**src/logic/cpmc_pkg.sv**
```systemverilog
// Package for the core performance counter control block.
// Assumes one core clock and register accesses on the documented access port.
package cpmc_pkg;

  // ==========================================================
  // Sizes
  localparam int GP_COUNT = 8;         // Counters per core
  localparam int GP_SHARED_COUNT = 4;  // Visible when the core is shared
  localparam int EBS_COUNT = 4;        // Counters able to sample
  localparam int FIX_COUNT = 3;        // Fixed-function counters
  localparam int CTR_W = 48;           // Counter width
  localparam int EVSEL_W = 32;         // Stored event-select width
  localparam int FIXCTL_W = 12;        // Fixed counter control width
  localparam int ADDR_W = 12;          // Register address width
  localparam int SEXT_W = 32;          // Width of a normal counter write

  // ==========================================================
  // Register addresses
  localparam logic [11:0] ADDR_GP_CTR_BASE = 12'h0c1;  // Counters 0..7
  localparam logic [11:0] ADDR_GP_CTR4 = 12'h0c5;
  localparam logic [11:0] ADDR_GP_CTR7 = 12'h0c8;
  localparam logic [11:0] ADDR_EVSEL_BASE = 12'h200;
  localparam logic [11:0] ADDR_ALIAS_BASE = 12'h2c0;
  localparam logic [11:0] ADDR_FIX_CTR_BASE = 12'h300;
  localparam logic [11:0] ADDR_FIX_CTRL = 12'h310;
  localparam logic [11:0] ADDR_CAPABILITY = 12'h320;
  localparam logic [11:0] ADDR_GLOBAL_STATUS = 12'h321;
  localparam logic [11:0] ADDR_GLOBAL_CTRL = 12'h322;
  localparam logic [11:0] ADDR_OVF_CLEAR = 12'h323;
  localparam logic [11:0] ADDR_EBS_ENABLE = 12'h324;
  localparam logic [11:0] ADDR_FREEZE_CTRL = 12'h325;
  localparam logic [11:0] ADDR_OFFCORE_0 = 12'h1a6;
  localparam logic [11:0] ADDR_OFFCORE_1 = 12'h1a7;

  // ==========================================================
  // Field positions
  localparam int ENUM_GP_LSB = 8;        // Counter count in bits 15:8
  localparam int CAP_FW_WRITE_BIT = 13;  // Full-width write support
  localparam int STAT_BUF_OVF_BIT = 62;  // Sample buffer overflow
  localparam int FIX_LSB = 32;           // Fixed bits in global regs
  localparam int HI_LSB = 4;             // Bits 7:4 of global regs
  localparam int HI_MSB = 7;
  localparam int EVSEL_USR_BIT = 16;
  localparam int EVSEL_OS_BIT = 17;
  localparam int FIXCTL_OS_BIT = 0;
  localparam int FIXCTL_USR_BIT = 1;
  localparam int FIXCTL_STRIDE = 4;
  localparam int FRZ_CTR_BIT = 0;
  localparam int FRZ_BR_BIT = 1;
  localparam int FRZ_SMM_BIT = 2;

  // ==========================================================
  // Values and reset values
  localparam logic [7:0] PMU_VERSION = 8'h03;
  localparam logic [7:0] ENUM_CNT_SHARED = 8'h04;
  localparam logic [7:0] ENUM_CNT_FULL = 8'h08;
  localparam logic [47:0] CTR_RESET = 48'h0000_0000_0000;
  localparam logic [31:0] EVSEL_RESET = 32'h0000_0000;
  localparam logic [63:0] REG64_RESET = 64'h0000_0000_0000_0000;

endpackage

```
**src/logic/cpmc_counter.sv**
```systemverilog
// One event counter with load and wrap detection.
// Assumes load takes priority over counting in the same cycle.
`timescale 1ns/1ps
module cpmc_counter #(
  parameter int W = 48
) (
  // Clock and reset
  input wire logic mclk,
  input wire logic rst,
  // Control
  input wire logic inc,
  input wire logic load,
  input wire logic [W-1:0] load_val,
  // State
  output logic [W-1:0] count_ff,
  output logic wrap
);

  // ==========================================================
  // Wrap from all ones to zero; a load hides the increment
  assign wrap = inc & ~load & (&count_ff);

  // Counter register
  always_ff @(posedge mclk or posedge rst) begin
    if (rst) begin
      count_ff <= '0;
    end else if (load) begin
      count_ff <= load_val;
    end else if (inc) begin
      count_ff <= count_ff + 1'b1;
    end
  end

endmodule

```
**src/logic/cpmc_core_ctl.sv**
```systemverilog
// Core performance counter control: eight general counters, three fixed
// counters, global enable, status, overflow clear, sampling arm/store.
// Assumes event pulses already selected per counter by core event logic,
// and a sampling store engine that reports bounds and buffer state.
`timescale 1ns/1ps
module cpmc_core_ctl
  import cpmc_pkg::*;
#(
  parameter int NUM_GP = GP_COUNT,
  parameter int NUM_FIX = FIX_COUNT
) (
  // Clock and reset
  input wire logic mclk,
  input wire logic rst,
  // Register access port
  input wire logic msr_req,
  input wire logic msr_wr,
  input wire logic [ADDR_W-1:0] msr_addr,
  input wire logic [63:0] msr_wdata,
  output logic msr_ack,
  output logic msr_fault,
  output logic [63:0] msr_rdata,
  // Core state
  input wire logic core_shared,
  input wire logic cpl_user,
  input wire logic smm_active,
  input wire logic monitor_irq,
  // Event sources
  input wire logic [NUM_GP-1:0] gp_event,
  input wire logic [NUM_FIX-1:0] fixed_event,
  // Sampling store engine
  input wire logic ds_bounds_ok,
  input wire logic ds_buffer_full,
  input wire logic [CTR_W-1:0] ds_reload_value,
  output logic record_store,
  output logic [1:0] record_ctr,
  // Configuration and enumeration out
  output logic [31:0] enum_result,
  output logic [NUM_GP*EVSEL_W-1:0] gp_evsel_flat,
  output logic [63:0] offcore_cfg0,
  output logic [63:0] offcore_cfg1,
  output logic branch_record_freeze
);

  // ==========================================================
  // State
  logic [NUM_GP-1:0] gctrl_gp_ff;       // Global enables, general
  logic [NUM_FIX-1:0] gctrl_fix_ff;     // Global enables, fixed
  logic [NUM_GP-1:0] gp_ovf_ff;         // Overflow flags, general
  logic [NUM_FIX-1:0] fix_ovf_ff;       // Overflow flags, fixed
  logic buf_ovf_ff;                     // Sample buffer overflow
  logic [EBS_COUNT-1:0] ebs_en_ff;      // Sampling enables
  logic [EBS_COUNT-1:0] armed_ff;       // Sampling armed
  logic [2:0] frz_ff;                   // Freeze options
  logic [FIXCTL_W-1:0] fixctl_ff;       // Fixed counter control
  logic [EVSEL_W-1:0] evsel_ff [NUM_GP];
  logic [63:0] off0_ff;
  logic [63:0] off1_ff;
  logic br_frz_ff;
  logic ack_ff;
  logic fault_ff;
  logic [63:0] rdata_ff;
  logic store_ff;
  logic [1:0] store_idx_ff;
  logic [31:0] enum_ff;
  logic [CTR_W-1:0] gp_cnt [NUM_GP];
  logic [CTR_W-1:0] fix_cnt [NUM_FIX];
  logic [NUM_GP-1:0] gp_wrap;
  logic [NUM_FIX-1:0] fix_wrap;

  // ==========================================================
  // Address decode
  wire acc_wr = msr_req & msr_wr;
  wire [ADDR_W-1:0] gp_off = msr_addr - ADDR_GP_CTR_BASE;
  wire [ADDR_W-1:0] al_off = msr_addr - ADDR_ALIAS_BASE;
  wire [ADDR_W-1:0] ev_off = msr_addr - ADDR_EVSEL_BASE;
  wire [ADDR_W-1:0] fx_off = msr_addr - ADDR_FIX_CTR_BASE;
  wire hit_gp = gp_off < ADDR_W'(NUM_GP);
  wire hit_al = al_off < ADDR_W'(NUM_GP);
  wire hit_ev = ev_off < ADDR_W'(NUM_GP);
  wire hit_fx = fx_off < ADDR_W'(NUM_FIX);
  wire [2:0] gp_idx = gp_off[2:0];
  wire [2:0] al_idx = al_off[2:0];
  wire [2:0] ev_idx = ev_off[2:0];
  wire [1:0] fx_idx = fx_off[1:0];
  wire hit_ctrl = msr_addr == ADDR_GLOBAL_CTRL;
  wire hit_stat = msr_addr == ADDR_GLOBAL_STATUS;
  wire hit_oclr = msr_addr == ADDR_OVF_CLEAR;
  wire hit_fxc = msr_addr == ADDR_FIX_CTRL;
  wire hit_cap = msr_addr == ADDR_CAPABILITY;
  wire hit_ebs = msr_addr == ADDR_EBS_ENABLE;
  wire hit_frz = msr_addr == ADDR_FREEZE_CTRL;
  wire hit_of0 = msr_addr == ADDR_OFFCORE_0;
  wire hit_of1 = msr_addr == ADDR_OFFCORE_1;
  wire any_hit = hit_gp | hit_al | hit_ev | hit_fx | hit_ctrl | hit_stat
               | hit_oclr | hit_fxc | hit_cap | hit_ebs | hit_frz
               | hit_of0 | hit_of1;

  wire hi_ctr_fault = core_shared & ((hit_gp & gp_idx[2])
                    | (hit_al & al_idx[2]) | (hit_ev & ev_idx[2]));
  // ones in 7:4 of the global regs fault when shared
  wire hi_bit_fault = acc_wr & core_shared & (hit_ctrl | hit_stat | hit_oclr)
                    & (|msr_wdata[HI_MSB:HI_LSB]);
  // An unmapped address is answered with a fault as well
  wire acc_fault = msr_req & (hi_ctr_fault | hi_bit_fault | ~any_hit);
  wire wr_ok = acc_wr & ~acc_fault;

  // Write strobes
  wire gp_wr = wr_ok & (hit_gp | hit_al);
  wire [2:0] gp_wr_idx = hit_al ? al_idx : gp_idx;
  wire ctrl_wr = wr_ok & hit_ctrl;
  wire oclr_wr = wr_ok & hit_oclr;
  wire frz_wr = wr_ok & hit_frz;
  // normal write loads the sign-extended low half
  // alias write loads the full width
  wire [CTR_W-1:0] gp_wr_val = hit_al ? msr_wdata[CTR_W-1:0]
    : {{(CTR_W-SEXT_W){msr_wdata[SEXT_W-1]}}, msr_wdata[SEXT_W-1:0]};

  // ==========================================================
  // Counting enables and freeze
  // freeze while in system management mode
  wire smm_freeze = smm_active & frz_ff[FRZ_SMM_BIT];
  // interrupt freeze drops every global enable
  wire irq_freeze = monitor_irq & frz_ff[FRZ_CTR_BIT];
  logic [NUM_GP-1:0] gp_inc;
  logic [NUM_GP-1:0] gp_ld;
  logic [NUM_FIX-1:0] fix_inc;

  // ==========================================================
  // Sampling: pick the lowest armed counter that sees an event
  // next counted event after an overflow samples
  wire [EBS_COUNT-1:0] samp_hit = armed_ff & gp_inc[EBS_COUNT-1:0];
  wire samp_any = |samp_hit;
  wire [1:0] samp_idx = samp_hit[0] ? 2'd0 : samp_hit[1] ? 2'd1
                      : samp_hit[2] ? 2'd2 : 2'd3;
  wire [EBS_COUNT-1:0] samp_one = samp_any ? EBS_COUNT'(1) << samp_idx
                                : '0;
  // store only when the bounds check passes
  // failing bounds skips the store, clear and reload
  wire samp_ok = samp_any & ds_bounds_ok;
  wire [EBS_COUNT-1:0] samp_clr = samp_ok ? samp_one : '0;

  // ==========================================================
  // Per-counter logic for the general counters
  // eight counters; the top four hide when shared
  for (genvar i = 0; i < NUM_GP; i++) begin : g_gp
    localparam bit LOW = i < GP_SHARED_COUNT;
    wire sw_ld = gp_wr & (gp_wr_idx == 3'(i));
    wire smp_ld = LOW ? (samp_ok & (samp_idx == 2'(i))) : 1'b0;
    wire priv_ok = (evsel_ff[i][EVSEL_USR_BIT] & cpl_user)
                 | (evsel_ff[i][EVSEL_OS_BIT] & ~cpl_user);
    // count only while global AND privilege enable hold
    wire cnt_en = gctrl_gp_ff[i] & priv_ok & (LOW | ~core_shared)
                & ~smm_freeze;
    assign gp_inc[i] = gp_event[i] & cnt_en;
    // Software write wins over a sampling reload
    assign gp_ld[i] = sw_ld | smp_ld;
    assign gp_evsel_flat[i*EVSEL_W +: EVSEL_W] = evsel_ff[i];
    cpmc_counter #(.W(CTR_W)) u_ctr (
      .mclk(mclk),
      .rst(rst),
      .inc(gp_inc[i]),
      .load(gp_ld[i]),
      .load_val(sw_ld ? gp_wr_val : ds_reload_value),
      .count_ff(gp_cnt[i]),
      .wrap(gp_wrap[i])
    );
  end

  // Per-counter logic for the fixed counters
  for (genvar j = 0; j < NUM_FIX; j++) begin : g_fix
    wire sw_ld = wr_ok & hit_fx & (fx_idx == 2'(j));
    wire os_en = fixctl_ff[j*FIXCTL_STRIDE + FIXCTL_OS_BIT];
    wire usr_en = fixctl_ff[j*FIXCTL_STRIDE + FIXCTL_USR_BIT];
    // fixed counters obey the same AND of enables
    assign fix_inc[j] = fixed_event[j] & gctrl_fix_ff[j] & ~smm_freeze
                      & ((usr_en & cpl_user) | (os_en & ~cpl_user));
    cpmc_counter #(.W(CTR_W)) u_ctr (
      .mclk(mclk),
      .rst(rst),
      .inc(fix_inc[j]),
      .load(sw_ld),
      .load_val(msr_wdata[CTR_W-1:0]),
      .count_ff(fix_cnt[j]),
      .wrap(fix_wrap[j])
    );
  end

  // ==========================================================
  // Next values of the global registers
  wire [NUM_GP-1:0] oclr_gp = oclr_wr ? msr_wdata[NUM_GP-1:0] : '0;
  wire [NUM_FIX-1:0] oclr_fix = oclr_wr
    ? msr_wdata[FIX_LSB +: NUM_FIX] : '0;
  wire oclr_buf = oclr_wr & msr_wdata[STAT_BUF_OVF_BIT];
  // one flag per counter; set wins over clear
  // one write clears any chosen set of flags
  wire [NUM_GP-1:0] nxt_gp_ovf = (gp_ovf_ff & ~oclr_gp
    & ~{{(NUM_GP-EBS_COUNT){1'b0}}, samp_clr}) | gp_wrap;
  wire [NUM_FIX-1:0] nxt_fix_ovf = (fix_ovf_ff & ~oclr_fix) | fix_wrap;
  // buffer full sets the sticky buffer overflow flag
  wire nxt_buf_ovf = (buf_ovf_ff & ~oclr_buf) | ds_buffer_full;
  // wrap arms; only the low four arm at all
  wire [EBS_COUNT-1:0] nxt_armed = (armed_ff & ~samp_one)
                                 | (gp_wrap[EBS_COUNT-1:0] & ebs_en_ff);
  wire [7:0] enum_cnt = core_shared ? ENUM_CNT_SHARED : ENUM_CNT_FULL;
  wire [31:0] nxt_enum = {16'h0000, enum_cnt, PMU_VERSION};

  // Global enables: interrupt freeze beats a software write
  always_ff @(posedge mclk or posedge rst) begin
    if (rst) begin
      gctrl_gp_ff <= '0;
      gctrl_fix_ff <= '0;
    end else if (irq_freeze) begin
      gctrl_gp_ff <= '0;
      gctrl_fix_ff <= '0;
    end else if (ctrl_wr) begin
      gctrl_gp_ff <= msr_wdata[NUM_GP-1:0];
      gctrl_fix_ff <= msr_wdata[FIX_LSB +: NUM_FIX];
    end
  end

  // Status and sampling state
  always_ff @(posedge mclk or posedge rst) begin
    if (rst) begin
      gp_ovf_ff <= '0;
      fix_ovf_ff <= '0;
      buf_ovf_ff <= 1'b0;
      armed_ff <= '0;
    end else begin
      gp_ovf_ff <= nxt_gp_ovf;
      fix_ovf_ff <= nxt_fix_ovf;
      buf_ovf_ff <= nxt_buf_ovf;
      armed_ff <= nxt_armed;
    end
  end

  // Configuration registers
  // two off-core response configuration registers
  always_ff @(posedge mclk or posedge rst) begin
    if (rst) begin
      ebs_en_ff <= '0;
      frz_ff <= '0;
      fixctl_ff <= '0;
      off0_ff <= REG64_RESET;
      off1_ff <= REG64_RESET;
    end else if (wr_ok) begin
      if (hit_ebs) ebs_en_ff <= msr_wdata[EBS_COUNT-1:0];
      if (hit_frz) frz_ff <= msr_wdata[2:0];
      if (hit_fxc) fixctl_ff <= msr_wdata[FIXCTL_W-1:0];
      if (hit_of0) off0_ff <= msr_wdata;
      if (hit_of1) off1_ff <= msr_wdata;
    end
  end

  // Event selects, one per general counter
  // high event selects follow their counters
  always_ff @(posedge mclk or posedge rst) begin
    if (rst) begin
      for (int k = 0; k < NUM_GP; k++) evsel_ff[k] <= EVSEL_RESET;
    end else if (wr_ok & hit_ev) begin
      evsel_ff[ev_idx] <= msr_wdata[EVSEL_W-1:0];
    end
  end

  // branch record freeze holds until the freeze reg is written
  always_ff @(posedge mclk or posedge rst) begin
    if (rst) begin
      br_frz_ff <= 1'b0;
    end else if (monitor_irq & frz_ff[FRZ_BR_BIT]) begin
      br_frz_ff <= 1'b1;
    end else if (frz_wr) begin
      br_frz_ff <= 1'b0;
    end
  end

  // ==========================================================
  // Read data selection
  logic [63:0] rd_val;
  always_comb begin
    rd_val = REG64_RESET;
    if (hit_gp) begin
      rd_val = {16'h0000, gp_cnt[gp_idx]};
    end else if (hit_al) begin
      rd_val = {16'h0000, gp_cnt[al_idx]};
    end else if (hit_ev) begin
      rd_val[EVSEL_W-1:0] = evsel_ff[ev_idx];
    end else if (hit_fx) begin
      rd_val = {16'h0000, fix_cnt[fx_idx]};
    end else if (hit_ctrl) begin
      rd_val[NUM_GP-1:0] = gctrl_gp_ff;
      rd_val[FIX_LSB +: NUM_FIX] = gctrl_fix_ff;
    end else if (hit_stat) begin
      rd_val[NUM_GP-1:0] = gp_ovf_ff;
      rd_val[FIX_LSB +: NUM_FIX] = fix_ovf_ff;
      rd_val[STAT_BUF_OVF_BIT] = buf_ovf_ff;
    end else if (hit_cap) begin
      // advertise full-width writes and alias addresses
      rd_val[CAP_FW_WRITE_BIT] = 1'b1;
    end else if (hit_fxc) begin
      rd_val[FIXCTL_W-1:0] = fixctl_ff;
    end else if (hit_ebs) begin
      rd_val[EBS_COUNT-1:0] = ebs_en_ff;
    end else if (hit_frz) begin
      rd_val[2:0] = frz_ff;
    end else if (hit_of0) begin
      rd_val = off0_ff;
    end else if (hit_of1) begin
      rd_val = off1_ff;
    end
  end

  // Access answer one cycle after the request; faulted reads keep the last read data
  always_ff @(posedge mclk or posedge rst) begin
    if (rst) begin
      ack_ff <= 1'b0;
      fault_ff <= 1'b0;
      rdata_ff <= REG64_RESET;
    end else begin
      ack_ff <= msr_req;
      fault_ff <= acc_fault;
      if (msr_req & ~msr_wr & ~acc_fault) rdata_ff <= rd_val;
    end
  end

  // Record store pulse and enumeration word
  always_ff @(posedge mclk or posedge rst) begin
    if (rst) begin
      store_ff <= 1'b0;
      store_idx_ff <= 2'd0;
      enum_ff <= 32'h0000_0000;
    end else begin
      store_ff <= samp_ok;
      if (samp_ok) store_idx_ff <= samp_idx;
      enum_ff <= nxt_enum;
    end
  end

  // ==========================================================
  // Outputs
  assign msr_ack = ack_ff;
  assign msr_fault = fault_ff;
  assign msr_rdata = rdata_ff;
  assign record_store = store_ff;
  assign record_ctr = store_idx_ff;
  assign enum_result = enum_ff;
  assign offcore_cfg0 = off0_ff;
  assign offcore_cfg1 = off1_ff;
  assign branch_record_freeze = br_frz_ff;
endmodule

```
**config.mk**
```make
export PLATFORM = sky130hd
export DESIGN_NAME = cpmc_core_ctl
export DESIGN_NICKNAME = d
export VERILOG_FILES = /design/src/logic/cpmc_pkg.sv /design/src/logic/cpmc_counter.sv /design/src/logic/cpmc_core_ctl.sv
export SDC_FILE = /design/constraint.sdc
export NUM_CORES = 2
export LEC_CHECK = 0
export BUFFER_PORTS_ARGS = -buffer_cell sky130_fd_sc_hd__buf_2
export CELL_PAD_IN_SITES_DETAIL_PLACEMENT = 1
export CELL_PAD_IN_SITES_GLOBAL_PLACEMENT = 2
export CORE_MARGIN = 2
export CORE_UTILIZATION = 35
export DETAILED_ROUTE_END_ITERATION = 16
export MAX_ROUTING_LAYER = met4
export PLACE_DENSITY_LB_ADDON = 0.1
export SYNTH_ARGS = -nofsm -noshare
export SYNTH_HDL_FRONTEND = slang
export SYNTH_SLANG_ARGS = --single-unit
export TNS_END_PERCENT = 20
```
**constraint.sdc**
```tcl
create_clock -name mclk -period 29.1 [get_ports mclk]
set_clock_uncertainty 0.05 [all_clocks]
set_input_delay 0 -clock mclk [delete_from_list [all_inputs] [get_ports mclk]]
set_output_delay 0 -clock mclk [all_outputs]
set_load 0.05 [all_outputs]
```
### Yosys cells after proc, flatten, opt, wreduce, memory -nomap -nowiden

Index checks and enable logic that the tools add are counted.

| storage, ports and cells | value |
|---|---|
| bits in registers | 1038 |
| output and inout bits | 486 |

| operators by class | value |
|---|---|
| reductions and logical operators | 35 |
| eq/ne operators | 21 |
| $add $sub $neg | 15 |
| $lt $le $gt $ge | 9 |
| muxes and demuxes | 100 |
| shifts and indexed selects | 1 |
| bitwise logic cells | 189 |

Operators with widths:

| operator | number |
|---|---|
| 48-bit 2-to-1 mux | 33 |
| 61-bit 2-to-1 mux | 10 |
| 60-bit 2-to-1 mux | 9 |
| 48-bit by 1-bit adder with 48-bit output (second input constant) | 11 |
| 48-bit AND reduction | 11 |
| 64-bit 2-to-1 mux | 5 |
| 48-bit binary-select mux with 3-bit select | 2 |
| 256-bit bitwise mux | 1 |
| 32-bit 2-to-1 mux | 5 |
| 1-bit bitwise AND | 120 |
| 32-bit binary-select mux with 3-bit select | 1 |
| 48-bit binary-select mux with 2-bit select | 1 |
| 32-bit demux with 3-bit select | 1 |
| 12-bit by 10-bit == test with 1-bit output (second input constant) | 7 |
| 52-bit 2-to-1 mux | 1 |
| 50-bit 2-to-1 mux | 1 |
| 24-bit 2-to-1 mux | 2 |
| 8-bit 2-to-1 mux | 5 |
| 12-bit by 4-bit < comparator with 1-bit output (second input constant) | 3 |
| 12-bit by 10-bit subtractor with 12-bit output (second input constant) | 3 |
| 1-bit bitwise OR | 34 |
| 29-bit 2-to-1 mux | 1 |
| 27-bit 2-to-1 mux | 1 |
| 2-bit nonzero test | 13 |
| other kinds (36) | 89 |

### Logic depth before layout (Yosys ltp)

| logic depth | value |
|---|---|
| depth in word-level cells | 30 |
| depth in mapped cells | 17 |

### By module

From an unflattened synthesis, not the netlist that was laid out.

| unflattened totals | value |
|---|---|
| cells, all modules | 6844 |
| area total of the unflattened synthesis | 66750.3 sq um |

Modules (own cells, without submodules):

| module | times used | area each (sq um) | sequential area each (sq um) | cells each |
|---|---|---|---|---|
| cpmc_core_ctl | 1 | 34341.7 | 12587.1 | 3055 |
| cpmc_counter (g_fix[0].u_ctr ...) | 7 | 2959.1 | 1201.2 | 342 |
| cpmc_counter (g_gp[4].u_ctr ...) | 3 | 2939.1 | 1201.2 | 351 |
| cpmc_counter (g_gp[7].u_ctr) | 1 | 2877.8 | 1201.2 | 342 |

### Worst setup path before layout

No wires, ideal clock.

| timing | value |
|---|---|
| path kind | input to register |
| from | in msr_addr[1] |
| to | reg g_gp[4].u_ctr.count_ff[10] |
| path buffers | 5 |
| arrival time | 2.920 ns |
| setup slack | 26.006 ns |
| data required time | 28.925 ns |
| stages | 14 |
| setup time | 0.125 ns |
| cells stage by stage | buf_2 clkinv_1 clkbuf_1 ha_1 clkbuf_1 nand2b_1 o221a_1 and2_1 a311oi_4 and3_1 and2_1 buf_2 buf_2 mux2_2 |

| between the ends | value |
|---|---|
| longest elaborated chain between the ends | 22 |

RTL lines:

| item | RTL line | RTL |
|---|---|---|
| from (decl) | cpmc_core_ctl.sv:18 | `input wire logic [ADDR_W-1:0] msr_addr,` |
| 12-bit by 8-bit subtractor with 12-bit output or 12-bit by 10-bit subtractor with 12-bit output (tied branches) | cpmc_core_ctl.sv:74, cpmc_core_ctl.sv:75 |  |
| 12-bit by 4-bit < comparator with 1-bit output, on equally long branches | cpmc_core_ctl.sv:78, cpmc_core_ctl.sv:79 |  |
| 1-bit bitwise OR | cpmc_core_ctl.sv:95, cpmc_core_ctl.sv:109 |  |
| 1-bit bitwise OR (4 in series) | cpmc_core_ctl.sv:95 | `wire any_hit = hit_gp \| hit_al \| hit_ev \| hit_fx \| hit_ctrl \| hit_stat` |
| 1-bit bitwise OR (5 in series) | cpmc_core_ctl.sv:96 | `\| hit_oclr \| hit_fxc \| hit_cap \| hit_ebs \| hit_frz` |
| 1-bit bitwise OR (2 in series) | cpmc_core_ctl.sv:97 | `\| hit_of0 \| hit_of1;` |
| 1-bit inverter | cpmc_core_ctl.sv:105 | `wire acc_fault = msr_req & (hi_ctr_fault \| hi_bit_fault \| ~any_hit);` |
| 1-bit bitwise OR | cpmc_core_ctl.sv:105 |  |
| 1-bit bitwise AND | cpmc_core_ctl.sv:105 |  |
| 1-bit inverter | cpmc_core_ctl.sv:106 | `wire wr_ok = acc_wr & ~acc_fault;` |
| 1-bit bitwise AND | cpmc_core_ctl.sv:106 |  |
| 1-bit bitwise AND | cpmc_core_ctl.sv:109 | `wire gp_wr = wr_ok & (hit_gp \| hit_al);` |
| 1-bit bitwise AND * | cpmc_core_ctl.sv:148 | `wire sw_ld = gp_wr & (gp_wr_idx == 3'(i));` |
| 48-bit 2-to-1 mux or 2-bit nonzero test (tied branches) | -- |  |
| to (signal assigned) | cpmc_counter.sv:28 | `count_ff <= load_val;` |
| to (signal assigned) | cpmc_counter.sv:30 | `count_ff <= count_ff + 1'b1;` |
| to (decl) | cpmc_counter.sv:15 | `output logic [W-1:0] count_ff,` |

Mark *: on every way between the ends. The rest lies on a longest branch, timed or not.
A chain may end at the register's enable or synchronous reset.

==> impl_metrics.csv <==
group,metric,value,unit
outcome,status,"complete, no violations",
power_and_ir_drop,power_frac_comb,7.2,%
clock_network,clk_latency,0.80,ns
layout,fillCellCount,19646,
routing,drt_wl_total,341000,um
sta,timing.final.ws_setup,23.91,ns
global_route,grt_max_degree,152,
routing,num_vias,59001,
synth,synth_area_leader_cell,"dfrtp_1",
worst_setup_path,critPathMaxFanout,151,
synth,async_flop_share,100,%
placement,io_buffers,602,
global_route,grt_pass1_wl,474000,um
routing,drt_iter0_markers,6551,
clock_network,cts_resized,0,
worst_setup_path,crit_family,"buffers and inverters",
routing,vias_per_cell,6.33,
global_route,grt_util_met2,59.9,%
synth,yosysUniqueCellTypes,90,
clock_network,cts-root-buf,"clkbuf_16",
global_route,grt_overflow,0,
floorplan,die-area,178000,um^2
run,drv_cap,0,
power_and_ir_drop,finalPower,0.00337,W
synth,syn-cell-area,61100,um^2
placement,dpl.hpwl,247000,um
synth,yosysWarnings,0,
synth,synth.area.top_cells,"dfrtp_1 42%, mux2_2 9.2%, nand2_1 4.1%",
worst_setup_path,cp_common_cell,"buf_4",
floorplan,die_h,422,um
placement,dpl_worst_slack,23.85,ns
clock_network,cts_buffers,134,
sta,max_freq,193,MHz
floorplan,rows,153,
floorplan,core_area,174000,um^2
layout,fin_nets,7042,
sta,hold_viol_final,0,
synth,synth-seq-cells,1031,
clock_network,clock_sinks,1031,
min_path,hp-class,"primary input to flop",
synth,syn_inst,6330,
global_route,grtUsageMet1,47.0,%
worst_setup_path,crit_path_top_delay_cell,"buf_4",
floorplan,chipWidth,422,um
sta,final.min_clock_period,5.19,ns
worst_setup_path,cp-end-kind,"asynchronous set/reset pin",
power_and_ir_drop,power_switching,0.000901,W
power_and_ir_drop,power_density,46.5,nW/um^2
power_and_ir_drop,pwr-share-clk,49.8,%
layout,final_common_cell,"dfrtp_1",
routing,drc_errors,0,
sta,finalCritPeriodShare,17.8,%
layout,final_layout_size_suffix_gt1_share,23.6,%
routing,first_pass_iters,6,
placement,place_congestion,0.951,
synth,avgSynthCellArea,9.65,um^2
worst_setup_path,cpPeakStageDelay,0.83,ns
sta,slew_viol_final,0,
sta,worst_slew_pin_slew,1.28,ns
floorplan,io_pins,631,
synth,yosysSeqAreaShare,42.2,%
worst_setup_path,critical_path_buf_inv_count,9,
worst_setup_path,startpoint_type,"primary input",
global_route,grt_pass1_vias,57816,
power_and_ir_drop,intPower,0.00247,W
worst_setup_path,crit_type,"primary input to asynchronous set/reset pin",
routing,antenna_left,0,
worst_setup_path,worst_ep_arrival_time,5.93,ns
global_route,antenna_found_initial,25,
layout,areaGrowthSynthToFinish,18.6,%
sta,relSlewSlack,14.4,%
power_and_ir_drop,seqPwrFrac,43.0,%
power_and_ir_drop,swShare,26.7,%
clock_network,cts_tree,"built",
routing,routedWlPerCell,36.7,um
worst_setup_path,path_cells,"dlygate4sd3_1 > buf_2 > dlygate4sd3_1 > inv_8 > buf_4 > buf_12 > buf_4 > buf_4 > buf_4",
global_route,track_usage,38.5,%
layout,mostFrequentLayoutCells,"1031 x dfrtp_1, 657 x nand2_1, 600 x buf_2",
sta,setup-violations-final,0,
power_and_ir_drop,ir_drop,0.0000445,V
worst_setup_path,cp.required,29.85,ns
clock_network,clockBufferDepth,3,
clock_network,path_clk_slew,0.06,ns
synth,yosysTopAreaCellShare,42.2,%
floorplan,initial_core_util,35.2,%
sta,final.setup.tns,0,ns
global_route,use_met3,7.06,%
sta,rsz0062_at_grt,"no",
global_route,grt_most_used_layer,"met2",
power_and_ir_drop,power.leakage,32.7,nW
synth,synth_edf_count,0,
clock_network,h-tree-depth,4,
synth,yosys_most_used_dff,"dfrtp_1",
layout,final_util,41.8,%
==> metrics by stage <==
stage / std cells / area [um^2] / hold slack, ns
2_1_floorplan: 6357 / 61200 / -0.0186
3_3_place_gp: 8876 / 66200 / 0.118
3_5_place_dp: 8876 / 66200 / 0.116
4_1_cts: 9299 / 72500 / 0.0203
5_1_grt: 9306 / 72500 / 0.0813
6_report: 9314 / 72500 / 0.0782
==> worst reg2reg max path, stage by stage, from the launching register on <==
cell	delay (ns)
dfrtp_1	0.40
mux2i_1	0.79
nor4_2	0.24
a211oi_1	0.59
and4_1	0.62
buf_4	0.48
nor2_2	0.28
buf_4	0.26
nand3_1	0.09
o221ai_1	0.12
a21oi_1	0.15
dlygate4sd3_1	0.55
==> state kept, by name (all words and copies together), names as in the netlist, 4 cells and up <==
name                  cells
armed_ff                  4
ebs_en_ff                 4
fixctl_ff                12
g_fix.u_ctr.count_ff    144
g_gp.u_ctr.count_ff     384
gctrl_gp_ff               8
gp_evsel_flat           256
gp_ovf_ff                 8
msr_rdata                64
offcore_cfg0             64
offcore_cfg1             64
==> layer usage <==
metal  routed length, um  share of wire, %
met1              133000                39
met2              158000                46
met3               26200               7.7
met4               23700               6.9
met5                   0                 0
==> path summary, 6_finish.rpt <==
path / startpoint / to / slack [ns] / cells after the start
max in group mclk: msr_addr[8] / g_gp[6].u_ctr.count_ff[29]$_DFFE_PP0P_ / 24.06 / 12
hold / removal: msr_wdata[36] / g_fix[1].u_ctr.count_ff[36]$_DFFE_PP0P_ / 0.08 / 4
hold reg to reg: msr_rdata[60]$_DFFE_PP0P_ / msr_rdata[60]$_DFFE_PP0P_ / 0.42 / 2
min in group asynchronous: rst / g_fix[0].u_ctr.count_ff[42]$_DFFE_PP0P_ / 0.45 / 4
setup reg to reg: gp_evsel_flat[16]$_DFFE_PP0P_ / g_gp[3].u_ctr.count_ff[18]$_DFFE_PP0P_ / 24.39 / 11
setup / recovery: rst / gp_evsel_flat[178]$_DFFE_PP0P_ / 23.91 / 9
==> synthesized netlist by cell type (162+ instances only) <==
library cell and count:
a21oi_1 379, a22oi_1 223, nand4_1 180, nand3_1 256, clkbuf_1 397, mux2_2 501
nand2_1 664, o21ai_0 417, dfrtp_1 1031, mux2i_1 185, xor2_1 208, nor2_1 441
xnor2_1 162
==> layout make-up <==
type	instances	area, um^2	share of cell area [%]
clock buffers	192	3860	5.33
diodes	15	37.5	0.0518
repair buffers	946	6110	8.43
inverters	44	173	0.238
well taps	2325	2910	4.01
flip-flops and latches	1031	25800	35.6
clock inverters	39	430	0.594
multi-input cells	4722	33200	45.7
==> what timing repair did <==
| action | 4_1_cts | 5_1_grt |
|---|---|---|
| hold endpoints to repair | 887 | 0 |
| hold buffers | 192 | 0 |
| setup buffers | 0 | 0 |
==> kinds of logic after synthesis <==
group,Yosys count,synth area share (%)
muxes,818,16.5
other,2,0.0123
AOI/OAI and AO/OA,1534,16.1
and+or+nand+nor,1953,15.3
xor gates and xnor gates,370,5.30
adders and majority gates,18,0.369
buffers and inverters,604,4.13
DFF,1031,42.2
==> power groups by stage <==
stage / logic [W] / clock network, W / registers, W
floorplan: 0.000105 / 0 / 0.00148
global placement: 0.000220 / 0 / 0.00148
detailed placement: 0.000221 / 0 / 0.00148
CTS: 0.000239 / 0.00170 / 0.00145
global route: 0.000248 / 0.00176 / 0.00145
finish: 0.000242 / 0.00168 / 0.00145
No activity file was read; power rests on OpenSTA's default activity.
